<file path="src/pkg/fiwc_pkg.sv">
package fiwc_pkg;
    // ************************************************************
    // sfr map
    // ************************************************************
    localparam logic [7:0]  SFR_SOFTWARE_COMMAND_PORT_ADDR   = 8'h97;
    localparam logic [7:0]  SFR_KEY_ADDR     = 8'hC9;
    localparam logic [7:0]  SFR_MISC2_ADDR   = 8'hF7;
    localparam logic [7:0]  SFR_CFGL_ADDR    = 8'hF6;
    localparam logic [7:0]  SFR_BGAP_ADDR    = 8'hF5;
    localparam logic [7:0]  UNLOCK_KEY       = 8'h65;
    localparam logic [7:0]  FLASH_KEY        = 8'h47;
    localparam logic [7:0]  EEPROM_KEY       = 8'hE2;
    localparam logic [7:0]  MISC2_RESET      = 8'h0E;
    localparam int          KEY_FWE_BIT      = 7;
    localparam int          KEY_TO_BIT       = 6;
    localparam int          KEY_EWE_BIT      = 5;
    localparam int          TSEL_LO          = 1;
    localparam int          TSEL_HI          = 2;
    localparam int          CFGH_LOCK_BIT    = 1;
    // ************************************************************
    // flash map, 16k variant; 8k variant uses its own window
    // ************************************************************
    localparam logic [15:0] LOCK_AREA_END    = 16'h01FF;
    localparam logic [15:0] ALL_AREA_END     = 16'h3EFF;
    localparam logic [15:0] FREE_AREA_BEG    = 16'h3F00;
    localparam logic [15:0] FREE_AREA_END    = 16'h3FF7;
    localparam logic [15:0] CFG_AREA_END     = 16'h3FFE;
    localparam logic [15:0] CFG_HIGH_ADDR    = 16'h3FFF;
    localparam logic [15:0] CFG_LOW_ADDR     = 16'h3FFD;
    localparam logic [15:0] CFG_BGAP_ADDR    = 16'h3FFB;
    localparam logic [15:0] IAP16_BEG        = 16'h3000;
    localparam logic [15:0] IAP16_END        = 16'h3FEF;
    localparam logic [15:0] IAP8_BEG         = 16'h1000;
    localparam logic [15:0] IAP8_END         = 16'h1FEF;
    localparam logic [15:0] EEPROM_BEG       = 16'hEE00;
    localparam logic [15:0] EEPROM_END       = 16'hEEFE;
    // ************************************************************
    // timing, clk_sys at 250 MHz
    // ************************************************************
    localparam int          CLK_MHZ          = 250;
    localparam int          WRITE_US_LOWV    = 2000;
    localparam int          WRITE_US_HIGHV   = 1000;
    localparam int          TO1_US10         = 9;
    localparam int          TO2_US10         = 36;
    localparam int          TO3_US10         = 72;
    localparam int          WRITE_CYC_LOWV   = WRITE_US_LOWV * CLK_MHZ;
    localparam int          WRITE_CYC_HIGHV  = WRITE_US_HIGHV * CLK_MHZ;
    localparam int          TO1_CYC          = TO1_US10 * CLK_MHZ * 100;
    localparam int          TO2_CYC          = TO2_US10 * CLK_MHZ * 100;
    localparam int          TO3_CYC          = TO3_US10 * CLK_MHZ * 100;
    localparam int          CNT_W            = 21;
    localparam int          CFG_BYTES        = 3;

    typedef enum logic [1:0]
    {
        FIWC_IDLE = 2'b00,
        FIWC_BUSY = 2'b01,
        FIWC_BOOT = 2'b10
    } fiwc_state_e;
endpackage : fiwc_pkg

</file>
<file path="src/hw/fiwc_access_check.sv">
`timescale 1ns/1ps
`default_nettype none
module fiwc_access_check
    import fiwc_pkg::*;
(
    // request
    input  wire logic [15:0] addr,
    input  wire logic        read_lock,
    input  wire logic        unlock,
    // verdict
    output logic             wr_ok,
    output logic             rd_ok
);
    // ************************************************************
    // region decode
    // ************************************************************
    always_comb
    begin
        wr_ok = 1'b0;
        rd_ok = (addr <= CFG_AREA_END);
        if (addr <= LOCK_AREA_END)
        begin
            rd_ok = !read_lock;
            wr_ok = !read_lock && unlock;
        end
        else if (addr <= ALL_AREA_END)
            wr_ok = unlock;
        else if (addr >= FREE_AREA_BEG && addr <= FREE_AREA_END)
            wr_ok = 1'b1;
        else if (addr == CFG_HIGH_ADDR)
            wr_ok = 1'b0;
        else if (addr <= CFG_AREA_END)
            wr_ok = unlock;
    end
endmodule : fiwc_access_check
`default_nettype wire

</file>
<file path="src/hw/fiwc_timer.sv">
`timescale 1ns/1ps
`default_nettype none
module fiwc_timer
    import fiwc_pkg::*;
(
    // clock and reset
    input  wire logic             clk_sys,
    input  wire logic             rstn,
    input  wire logic             ce,
    // control
    input  wire logic             start,
    input  wire logic             stop,
    input  wire logic [CNT_W-1:0] limit,
    // status
    output logic                  done
);
    typedef struct packed
    {
        logic             run;
        logic [CNT_W-1:0] cnt;
        logic             done;
    } fiwc_tmr_s;

    fiwc_tmr_s tmr_q;
    fiwc_tmr_s tmr_d;

    // ************************************************************
    // one-shot down counter; done is a one-cycle pulse
    // ************************************************************
    always_comb
    begin
        tmr_d = tmr_q;
        tmr_d.done = 1'b0;
        if (start)
        begin
            tmr_d.run = 1'b1;
            tmr_d.cnt = limit;
        end
        else if (stop)
            tmr_d.run = 1'b0;
        else if (tmr_q.run)
        begin
            if (tmr_q.cnt <= CNT_W'(1))
            begin
                tmr_d.run = 1'b0;
                tmr_d.done = 1'b1;
            end
            else
                tmr_d.cnt = tmr_q.cnt - CNT_W'(1);
        end
    end

    always_ff @(posedge clk_sys)
    begin
        if (!rstn)
            tmr_q <= '0;
        else if (ce)
            tmr_q <= tmr_d;
    end

    assign done = tmr_q.done;
endmodule : fiwc_timer
`default_nettype wire

</file>
<file path="src/hw/fiwc_top.sv">
// Notes on behaviour
// - top eight flash bytes hold configuration; three of them are loaded into registers at power-on.
// - application-write region 3000h-3FEFh on 16K, 1000h-1FEFh on 8K.
// - writes are single bytes with no page erase beforehand.
// - after reset only the 248-byte free region is writable.
// - lowest 512 bytes: lock blocks reads and writes, else writes need unlock.
// - 0200h-3EFFh writable only while whole-array unlock is set.
// - 65h to command port sets unlock; any other value clears it.
// - command port bit 0 reads back the unlock flag.
// - 3F00h-3FF7h always writable and readable.
// - last byte never writable; config low and bandgap need unlock.
// - power-on copies config low to F6h, bandgap to F5h; software overrides.
// - write is data store with pointer address, accepted only when enabled.
// - cpu waits about 2 ms or 1 ms during a byte write.
// - code reads served 0000h-3FFEh with no extra wait.
// - 47h sets flash enable, E2h eeprom enable, other clears both.
// - key register bit 7 reads flash enable.
// - timeout flag at key bit 6, set on timeout, cleared with enable.
// - timeout select 00 off, 01 0.9 ms, 10 3.6 ms, 11 7.2 ms.
// - eeprom writes share the watchdog and its flag.
`timescale 1ns/1ps
`default_nettype none
module fiwc_top
    import fiwc_pkg::*;
#(
    parameter int WRITE_CYCLES = WRITE_CYC_LOWV,
    parameter int TO1_CYCLES   = TO1_CYC,
    parameter int TO2_CYCLES   = TO2_CYC,
    parameter int TO3_CYCLES   = TO3_CYC
)
(
    // clock, reset, enable
    input  wire logic        clk_sys,
    input  wire logic        rstn,
    input  wire logic        ce,
    input  wire logic        por_event,
    input  wire logic        small_variant,
    // sfr bus from cpu
    input  wire logic        sfr_wr,
    input  wire logic        sfr_rd,
    input  wire logic [7:0]  sfr_addr,
    input  wire logic [7:0]  sfr_wdata,
    output logic      [7:0]  sfr_rdata,
    // data store from cpu
    input  wire logic        xdata_wr,
    input  wire logic [15:0] xdata_addr,
    input  wire logic [7:0]  xdata_wdata,
    output logic             cpu_wait,
    // code read from cpu
    input  wire logic        code_rd,
    input  wire logic [15:0] code_addr,
    output logic             code_ok,
    // flash macro
    output logic             fl_wr,
    output logic      [15:0] fl_addr,
    output logic      [7:0]  fl_wdata,
    output logic             fl_rd,
    output logic      [15:0] fl_raddr,
    input  wire logic [7:0]  fl_rdata,
    input  wire logic        fl_done,
    // eeprom macro
    output logic             ee_wr,
    input  wire logic        ee_done,
    // configuration out
    output logic      [7:0]  cfg_low,
    output logic      [7:0]  cfg_bgap,
    output logic      [7:0]  misc2,
    output logic             iap_window
);
    typedef struct packed
    {
        fiwc_state_e       st;
        logic [1:0]        boot_idx;
        logic              boot_rd;
        logic              lock;
        logic              unlock;
        logic              fwe;
        logic              ewe;
        logic              tflag;
        logic [7:0]        cfgl;
        logic [7:0]        bgap;
        logic [7:0]        misc2;
        logic [7:0]        rdata;
        logic              wait_c;
        logic              fl_wr;
        logic [15:0]       fl_addr;
        logic [7:0]        fl_wdata;
        logic              fl_rd;
        logic [15:0]       fl_raddr;
        logic              ee_wr;
        logic              code_ok;
        logic              iapw;
    } fiwc_top_s;

    fiwc_top_s         s_q;
    fiwc_top_s         s_d;
    logic              wr_ok;
    logic              rd_ok;
    logic              busy_start;
    logic              wd_start;
    logic              wd_done;
    logic              wr_done;
    logic [CNT_W-1:0]  wd_limit;
    logic [1:0]        tsel;
    logic              is_ee;
    logic [15:0]       boot_addr;

    fiwc_access_check u_check
    (
        .addr      (xdata_addr),
        .read_lock (s_q.lock),
        .unlock    (s_q.unlock),
        .wr_ok     (wr_ok),
        .rd_ok     ()
    );

    fiwc_access_check u_rcheck
    (
        .addr      (code_addr),
        .read_lock (s_q.lock),
        .unlock    (s_q.unlock),
        .wr_ok     (),
        .rd_ok     (rd_ok)
    );

    // ************************************************************
    // watchdog and write completion
    // ************************************************************
    assign tsel = s_q.misc2[TSEL_HI:TSEL_LO];

    always_comb
    begin
        case (tsel)
            2'b01:   wd_limit = CNT_W'(TO1_CYCLES);
            2'b10:   wd_limit = CNT_W'(TO2_CYCLES);
            2'b11:   wd_limit = CNT_W'(TO3_CYCLES);
            default: wd_limit = '0;
        endcase
    end

    assign is_ee = xdata_addr >= EEPROM_BEG && xdata_addr <= EEPROM_END;
    assign wd_start = busy_start && (tsel != 2'b00);

    fiwc_timer u_wdog
    (
        .clk_sys (clk_sys),
        .rstn    (rstn),
        .ce      (ce),
        .start   (wd_start),
        .stop    (wr_done),
        .limit   (wd_limit),
        .done    (wd_done)
    );

    // write ends on macro done; the macro sets the 1-2 ms itself
    assign wr_done = s_q.st == FIWC_BUSY && (fl_done || ee_done);

    always_comb
    begin
        case (s_q.boot_idx)
            2'd0:    boot_addr = CFG_HIGH_ADDR;
            2'd1:    boot_addr = CFG_LOW_ADDR;
            default: boot_addr = CFG_BGAP_ADDR;
        endcase
    end

    // ************************************************************
    // main sequencer
    // ************************************************************
    always_comb
    begin
        s_d = s_q;
        busy_start = 1'b0;
        s_d.fl_wr = 1'b0;
        s_d.ee_wr = 1'b0;
        s_d.fl_rd = 1'b0;
        s_d.code_ok = 1'b0;
        // 8k part keeps the 16k protection map; only the window moves
        s_d.iapw = small_variant ?
            (xdata_addr >= IAP8_BEG && xdata_addr <= IAP8_END) :
            (xdata_addr >= IAP16_BEG && xdata_addr <= IAP16_END);

        // ****************************************
        // sfr writes; a wrong key clears, never holds
        // ****************************************
        if (sfr_wr && sfr_addr == SFR_SOFTWARE_COMMAND_PORT_ADDR)
            s_d.unlock = sfr_wdata == UNLOCK_KEY;
        if (sfr_wr && sfr_addr == SFR_KEY_ADDR)
        begin
            s_d.fwe = sfr_wdata == FLASH_KEY;
            s_d.ewe = sfr_wdata == EEPROM_KEY;
        end
        if (sfr_wr && sfr_addr == SFR_MISC2_ADDR)
            s_d.misc2 = sfr_wdata;
        if (sfr_wr && sfr_addr == SFR_CFGL_ADDR)
            s_d.cfgl = sfr_wdata;
        if (sfr_wr && sfr_addr == SFR_BGAP_ADDR)
            s_d.bgap = sfr_wdata;
        if (!s_d.fwe && !s_d.ewe)
            s_d.tflag = 1'b0;
        if (wd_done)
            s_d.tflag = 1'b1;

        // ****************************************
        // sequencer; writes arriving while busy are dropped
        // ****************************************
        case (s_q.st)
            FIWC_BOOT:
            begin
                if (!s_q.boot_rd)
                begin
                    s_d.fl_rd = 1'b1;
                    s_d.fl_raddr = boot_addr;
                    s_d.boot_rd = 1'b1;
                end
                else
                begin
                    s_d.boot_rd = 1'b0;
                    case (s_q.boot_idx)
                        2'd0:    s_d.lock = fl_rdata[CFGH_LOCK_BIT];
                        2'd1:    s_d.cfgl = fl_rdata;
                        default: s_d.bgap = fl_rdata;
                    endcase
                    if (s_q.boot_idx == 2'(CFG_BYTES - 1))
                    begin
                        s_d.st = FIWC_IDLE;
                        s_d.wait_c = 1'b0;
                        s_d.boot_idx = '0;
                    end
                    else
                        s_d.boot_idx = s_q.boot_idx + 2'd1;
                end
            end
            FIWC_BUSY:
            begin
                if (wr_done || wd_done)
                begin
                    s_d.st = FIWC_IDLE;
                    s_d.wait_c = 1'b0;
                end
            end
            FIWC_IDLE:
            begin
                if (xdata_wr && is_ee && s_q.ewe)
                begin
                    s_d.ee_wr = 1'b1;
                    s_d.fl_addr = xdata_addr;
                    s_d.fl_wdata = xdata_wdata;
                    s_d.st = FIWC_BUSY;
                    s_d.wait_c = 1'b1;
                    busy_start = 1'b1;
                end
                else if (xdata_wr && s_q.fwe && wr_ok)
                begin
                    s_d.fl_wr = 1'b1;
                    s_d.fl_addr = xdata_addr;
                    s_d.fl_wdata = xdata_wdata;
                    s_d.st = FIWC_BUSY;
                    s_d.wait_c = 1'b1;
                    busy_start = 1'b1;
                end
                if (code_rd)
                begin
                    s_d.fl_rd = 1'b1;
                    s_d.fl_raddr = code_addr;
                    s_d.code_ok = rd_ok;
                end
            end
            default:
                s_d.st = FIWC_IDLE;
        endcase

        // ****************************************
        // power-on load overrides any state
        // ****************************************
        if (por_event)
        begin
            s_d.st = FIWC_BOOT;
            s_d.boot_idx = '0;
            s_d.boot_rd = 1'b0;
            s_d.wait_c = 1'b1;
        end

        // ****************************************
        // read-back; zero unless read so stale data never shows
        // ****************************************
        s_d.rdata = 8'h00;
        if (sfr_rd)
        begin
            case (sfr_addr)
                SFR_SOFTWARE_COMMAND_PORT_ADDR: s_d.rdata[0] = s_q.unlock;
                SFR_KEY_ADDR:
                begin
                    s_d.rdata[KEY_FWE_BIT] = s_q.fwe;
                    s_d.rdata[KEY_TO_BIT]  = s_q.tflag;
                    s_d.rdata[KEY_EWE_BIT] = s_q.ewe;
                end
                SFR_MISC2_ADDR: s_d.rdata = s_q.misc2;
                SFR_CFGL_ADDR:  s_d.rdata = s_q.cfgl;
                SFR_BGAP_ADDR:  s_d.rdata = s_q.bgap;
                default:        s_d.rdata = 8'h00;
            endcase
        end
    end

    // ************************************************************
    // state register; unlock and enables clear on every reset
    // ************************************************************
    always_ff @(posedge clk_sys)
    begin
        if (!rstn)
        begin
            s_q <= '0;
            s_q.st <= FIWC_IDLE;
            s_q.misc2 <= MISC2_RESET;
        end
        else if (ce)
            s_q <= s_d;
    end

    // ************************************************************
    // outputs, all from flip-flops
    // ************************************************************
    assign sfr_rdata  = s_q.rdata;
    assign cpu_wait   = s_q.wait_c;
    assign code_ok    = s_q.code_ok;
    assign fl_wr      = s_q.fl_wr;
    assign fl_addr    = s_q.fl_addr;
    assign fl_wdata   = s_q.fl_wdata;
    assign fl_rd      = s_q.fl_rd;
    assign fl_raddr   = s_q.fl_raddr;
    assign ee_wr      = s_q.ee_wr;
    assign cfg_low    = s_q.cfgl;
    assign cfg_bgap   = s_q.bgap;
    assign misc2      = s_q.misc2;
    assign iap_window = s_q.iapw;
endmodule : fiwc_top
`default_nettype wire

</file>
<file path="config.mk">
export PLATFORM = sky130hd
export DESIGN_NAME = fiwc_top
export DESIGN_NICKNAME = d
export VERILOG_FILES = /design/src/pkg/fiwc_pkg.sv /design/src/hw/fiwc_access_check.sv /design/src/hw/fiwc_timer.sv /design/src/hw/fiwc_top.sv
export SDC_FILE = /design/constraint.sdc
export NUM_CORES = 1
export LEC_CHECK = 0
export BUFFER_PORTS_ARGS = -buffer_cell sky130_fd_sc_hd__buf_2
export CAP_MARGIN = 20
export CORE_MARGIN = 1.5
export CORE_UTILIZATION = 50
export DETAILED_ROUTE_END_ITERATION = 12
export GPL_TIMING_DRIVEN = 0
export PLACE_DENSITY = 0.75
export SETUP_SLACK_MARGIN = 0.05
export SLEW_MARGIN = 20
export SYNTH_ARGS = -nofsm -noshare
export SYNTH_HDL_FRONTEND = slang
export SYNTH_HIERARCHICAL = 1
export SYNTH_SLANG_ARGS = --single-unit
</file>
<file path="constraint.sdc">
create_clock -name clk_sys -period 3.9 [get_ports clk_sys]
set_input_delay 0.195 -clock clk_sys [delete_from_list [all_inputs] [get_ports clk_sys]]
set_output_delay 0.195 -clock clk_sys [all_outputs]
set_load 0.05 [all_outputs]
</file>
== Word-level counts from Yosys, hierarchy flattened ==
Cells that the tools add are included.
Operators by class
  add/sub/neg operators: 2
  multipliers: 0
  divide/modulo/power cells: 0
  $lt $le $gt $ge: 14
  equality and inequality tests: 24
  shifts and indexed selects: 0
  mux-type cells: 61
  bitwise logic cells: 0
  reductions and logical operators: 44
Operators by type and width (count)
  16-bit by 14-bit <= comparator with 1-bit output (second input constant): 5
  21-bit one-hot mux with 3 select lines: 1
  8-bit == test (second input constant): 6
  22-bit 2-to-1 mux: 2
  8-bit 2-to-1 mux: 5
  17-bit 2-to-1 mux: 2
  17-bit one-hot mux with 2 select lines: 1
  16-bit by 14-bit greater-or-equal comparator with 1-bit output (second input constant): 2
  16-bit by 9-bit <= comparator with 1-bit output (second input constant): 2
  16-bit 2-to-1 mux: 2
  1-bit 2-to-1 mux: 27
  26-bit 2-to-1 mux: 1
  25-bit 2-to-1 mux: 1
  24-bit 2-to-1 mux: 1
  23-bit 2-to-1 mux: 1
  21-bit by 1-bit <= comparator with 1-bit output (second input constant): 1
  21-bit 2-to-1 mux: 1
  21-bit by 1-bit subtractor with 21-bit output (second input constant): 1
  1-bit logical AND: 17
  16-bit by 14-bit == test with 1-bit output (second input constant): 1
  8-bit by 7-bit == test with 1-bit output (second input constant): 2
  16-bit by 13-bit greater-or-equal comparator with 1-bit output (second input constant): 1
  16-bit greater-or-equal comparator (second input constant): 1
  16-bit by 13-bit <= comparator with 1-bit output (second input constant): 1
  other kinds (29): 60
Storage, ports and cells
  register bits: 111
  latch bits: 0
  memory bits (writable): 0
  memory bits (read-only): 0
  bits of input ports: 75
  output and inout bits: 78
  memories kept: 0

== Logic depth before layout (Yosys ltp) ==
  depth in word-level cells: 13
  mapped depth: 14
  gate-level depth less buffers: 13

== Cells and area by module ==
The synthesis kept the hierarchy.
By module, submodules not included
  fiwc_top: times used 1, cells an instance 560, area an instance 4588.2 um2, seq. area each 1761.7 um2
  fiwc_timer: times used 1, cells an instance 185, area an instance 1470.2 um2, seq. area each 460.4 um2
  fiwc_access_check: times used 2, cells an instance 16, area an instance 90.1 um2, seq. area each 0.0 um2

== Worst setup path before layout ==
No wires, ideal clock.
  path kind: input to register
  start point: input port xdata_addr[8]
  end point: register u_wdog/tmr_q[17] (netlist name)
  setup time: 0.070 ns
  data arrival time: 2.532 ns
  data required time: 3.830 ns
  path slack: 1.298 ns
  cell stages on the path: 13
  path through: nand4_1 > or3_1 > o2bb2ai_1 > a32o_1 > nand3_1 > o21ai_2 > nand2_1 > nor2_1 > or3b_2 > or4_1 > mux2i_1 > a221oi_1 > a21oi_1
On the way
  cells in the longest elaborated chain, start to end: 13
  elaborated cells between the ends (all ways): 27
  those cells by class: order compare: 7; eq/ne: 3; mux: 9; reduce/logical: 8
RTL lines
  start: declaration: RTL line fiwc_top.sv:46  | input wire logic [15:0] xdata_addr,
  16-bit by 14-bit <= comparator with 1-bit output: RTL line fiwc_access_check.sv:32  | else if (addr <= CFG_AREA_END)
  1-bit 2-to-1 mux: RTL line fiwc_access_check.sv:32
  1-bit 2-to-1 mux: RTL line fiwc_access_check.sv:30  | else if (addr == CFG_HIGH_ADDR)
  1-bit 2-to-1 mux: RTL line fiwc_access_check.sv:28  | else if (addr >= FREE_AREA_BEG && addr <= FREE_AREA_END)
  1-bit 2-to-1 mux: RTL line fiwc_access_check.sv:26  | else if (addr <= ALL_AREA_END)
  1-bit 2-to-1 mux *: RTL line fiwc_access_check.sv:21  | if (addr <= LOCK_AREA_END)
  via wr_ok: RTL line fiwc_top.sv:97  | logic wr_ok;
  1-bit logical AND *: RTL line fiwc_top.sv:253  | else if (xdata_wr && s_q.fwe && wr_ok)
  1-bit 2-to-1 mux *: RTL line fiwc_top.sv:253
  1-bit 2-to-1 mux *: RTL line fiwc_top.sv:244  | if (xdata_wr && is_ee && s_q.ewe)
  1-bit 2-to-1 mux *: RTL line fiwc_top.sv:207  | case (s_q.st)
  1-bit logical AND *: RTL line fiwc_top.sv:142  | assign wd_start = busy_start && (tsel != 2'b00);
  via wd_start: RTL line fiwc_top.sv:100  | logic wd_start;
  2-bit by 1-bit != test with 1-bit output (no line) or 2-bit nonzero test (tied branches)
  4-bit AND reduction (no line)
  end signal: assignment: RTL line fiwc_timer.sv:58  | tmr_q <= tmr_d;
  end: declaration: RTL line fiwc_timer.sv:24  | fiwc_tmr_s tmr_q;
The timed path passes the listed nets; every way through them passes the cells marked *.
A chain may end at the register's enable or synchronous reset.

== Worst setup path in the final report ==
  start point: register s_q[79] (netlist name)
  end point: register u_wdog/tmr_q[12] (netlist name)
On the way
  cells in the longest elaborated chain, start to end: 6
  elaborated cells between the ends (all ways): 9
  those cells by class: eq/ne: 2; mux: 3; reduce/logical: 4
RTL lines
  start: declaration: RTL line fiwc_top.sv:95  | fiwc_top_s s_q;
  1-bit logical AND *: RTL line fiwc_top.sv:244
  1-bit 2-to-1 mux *: RTL line fiwc_top.sv:244
  1-bit 2-to-1 mux *: RTL line fiwc_top.sv:207
  1-bit logical AND *: RTL line fiwc_top.sv:142
  via wd_start: RTL line fiwc_top.sv:100
  2-bit by 1-bit != test with 1-bit output (no line) or 2-bit nonzero test (tied branches)
  4-bit AND reduction (no line)
Marked as above.

==> qor.yml <==
run_status:
  outcome: "finished, final reports clean"
die:
  dieWidth_um: 114
  start_util_pct: 51.5
  top_level_ports: 153
  die_area_um2: 13100
  die_h_um: 114
  core_area_um2: 12100
  rows: 40
synthesis:
  synthCells: 772
  synth_area_um2: 6210
  synth_warnings: 6
  syn_area_per_cell_um2: 8.04
power_and_ir_drop:
  p_sw_share_pct: 27.5
  p_int_mw: 1.76
  pwr-share-clk_pct: 39.7
  peakVddDrop_mv: 0.215
  p_sw_mw: 0.668
  power_mw: 2.43
  p_comb_share_pct: 12.5
  power_density_nw_per_um2: 325
  leakagePower_nw: 3.20
  seqPwrFrac_pct: 47.8
hold_path:
  hold_depth: 3
  min_path_type: "in2reg"
  worstHoldEndpoint: "fl_wdata[5]$_SDFFE_PN0P_"
  hp-start: "xdata_wdata[5]"
finish:
  fill_cells: 1123
  postLayoutCellArea_um2: 7490
  layout-drive-gt1-share_pct: 28.0
  num_antenna_cells: 0
  most-common-layout-cells: "buf_2, dfxtp_1, buf_4"
  nNetsFinal: 1019
  syn2layout_area_growth_pct: 20.7
  final_common_cell: "buf_2"
clock_tree:
  cts_tree: "built"
  clk_latency_ps: 350
  path_clk_slew_ps: 70
  cts_made_buffers: 9
  cts_hold_buf: 0
  post_cts_buffers: 0
  cts_buffer_depth: 2
  cts_resized: 0
  clockRootBuffer: "clkbuf_16"
  clock_sinks: 111
  htree_levels: 3
setup_path:
  crit_buf_inv: 1
  path_cells: "nand2_1 -> or4b_4 -> o21ai_2 -> nand2_1 -> nor2_1 -> and2_1 -> clkbuf_1 -> nor2_1 -> o311ai_0 -> o21ai_0"
  reg2reg_to: "u_wdog/tmr_q[12]$_SDFFE_PN0P_"
  worst_setup_path_end_kind: "flip-flop"
  critPathTopFamily: "simple AND/OR/NAND/NOR gates"
  r2r_start: "s_q[79]$_SDFFE_PN0P_"
  reg2reg_depth: 10
  worstPathRequired_ps: 4120
  path_max_fanout: 10
  crit_type: "reg2reg"
  slowest_delay_ps: 530
  ff2ff_setup_slack_ps: 610
  worstPathArrival_ps: 3510
  crit_slowest_cell: "clkbuf_1"
  start_kind: "flip-flop"
sta:
  setup_ws_ps: 607
  hold_slack_ps: 91.0
  relSlewSlack_pct: 44.5
  rsz0062_at_grt: "false"
  finalClockSkew_ps: 7.13
  timing.setup.tns_ps: 0
  min_period_ps: 3290
  setup_viol: 0
  worst_slew_pin_slew_ps: 826
  fmax_mhz: 304
  slew_viol_final: 0
  fin_crit_sh_pct: 84.4
  hold_viol_final: 0
route:
  drc: 0
  vias: 6287
  wl_mm: 17.8
  drt_pass1_iterations: 5
  drtAntennaViolNets: 0
  via_per_inst: 5.66
  wl_per_cell_um: 16.0
  drtIter0Drc: 522
grt:
  antenna_found_initial: 0
  grt_pass1_wl_mm: 28.4
  grt_max_degree: 20
  track_usage_pct: 27.0
  first_global_vias: 5750
  grt-ovfl-total: 0
job:
  maxCapViolations: 0
place:
  port_buffers: 151
  place_area_um2: 7180
  dp_hpwl_mm: 13.2
  pre_cts_ws_ps: 650
  globalplace.congestion: 0.940
[worst reg2reg max path, delay by kind of cell, from the launching register on]
family	cells	cell delay, ps
buf+inv	1	530
simple gates	6	1560
compound gates	3	670
flops	1	410
[per-layer routing]
metal	GRT usage, %	vias to the layer above	wire [µm]
li1	-	3065	-
met1	35.6	2919	7780
met2	44.5	281	8340
met3	6.09	22	1430
met4	7.50	0	217
met5	0	-	0
[flip-flops by register name (all words and copies together) (netlist names)]
name	flops
u_wdog/tmr_q	22
fl_addr	16
fl_raddr	16
s_q	10
cfg_bgap	8
cfg_low	8
fl_wdata	8
misc2	8
sfr_rdata	8
code_ok	1
cpu_wait	1
ee_wr	1
fl_rd	1
fl_wr	1
iap_window	1
u_wdog/done	1
[how the worst max path moves through the flow]
stage                         startpoint                            end  slack, ps  cells after the start
floorplan                  xdata_addr[8]  u_wdog/tmr_q[17]$_SDFFE_PN0P_       1320                     13
global placement    s_q[79]$_SDFFE_PN0P_  u_wdog/tmr_q[12]$_SDFFE_PN0P_        770                     10
detailed placement        xdata_addr[14]  u_wdog/tmr_q[12]$_SDFFE_PN0P_        650                     14
CTS                 s_q[79]$_SDFFE_PN0P_  u_wdog/tmr_q[12]$_SDFFE_PN0P_        640                     10
global route        s_q[79]$_SDFFE_PN0P_  u_wdog/tmr_q[12]$_SDFFE_PN0P_        350                     10
finish              s_q[79]$_SDFFE_PN0P_  u_wdog/tmr_q[12]$_SDFFE_PN0P_        610                     10
[cell type report]
cell class | count | area [µm²] | area share [%]
buffer | 118 | 731 | 9.75
timing repair buffer | 151 | 756 | 10.1
multi-input combinational | 522 | 3170 | 42.4
inverter | 24 | 90.1 | 1.20
clock buffer | 10 | 229 | 3.06
clock inverter | 6 | 78.8 | 1.05
tap | 168 | 210 | 2.81
sequential | 111 | 2220 | 29.7
[power by group through the flow]
stage / Clock, mW / Sequential (mW) / Combinational [mW]
global placement: 0 / 1.19 / 0.300
CTS: 0.980 / 1.16 / 0.303
global route: 1.02 / 1.16 / 0.330
detailed placement: 0 / 1.19 / 0.302
finish: 0.965 / 1.16 / 0.305
floorplan: 0 / 1.19 / 0.183
[metrics by stage]
step                cells  utilization [%]
floorplan             775                -
global placement     1094             59.6
detailed placement   1094             59.6
CTS                  1110             62.1
global route         1110             62.1
finish               1110             62.1
Note: power is estimated with default switching activity, not from simulation.
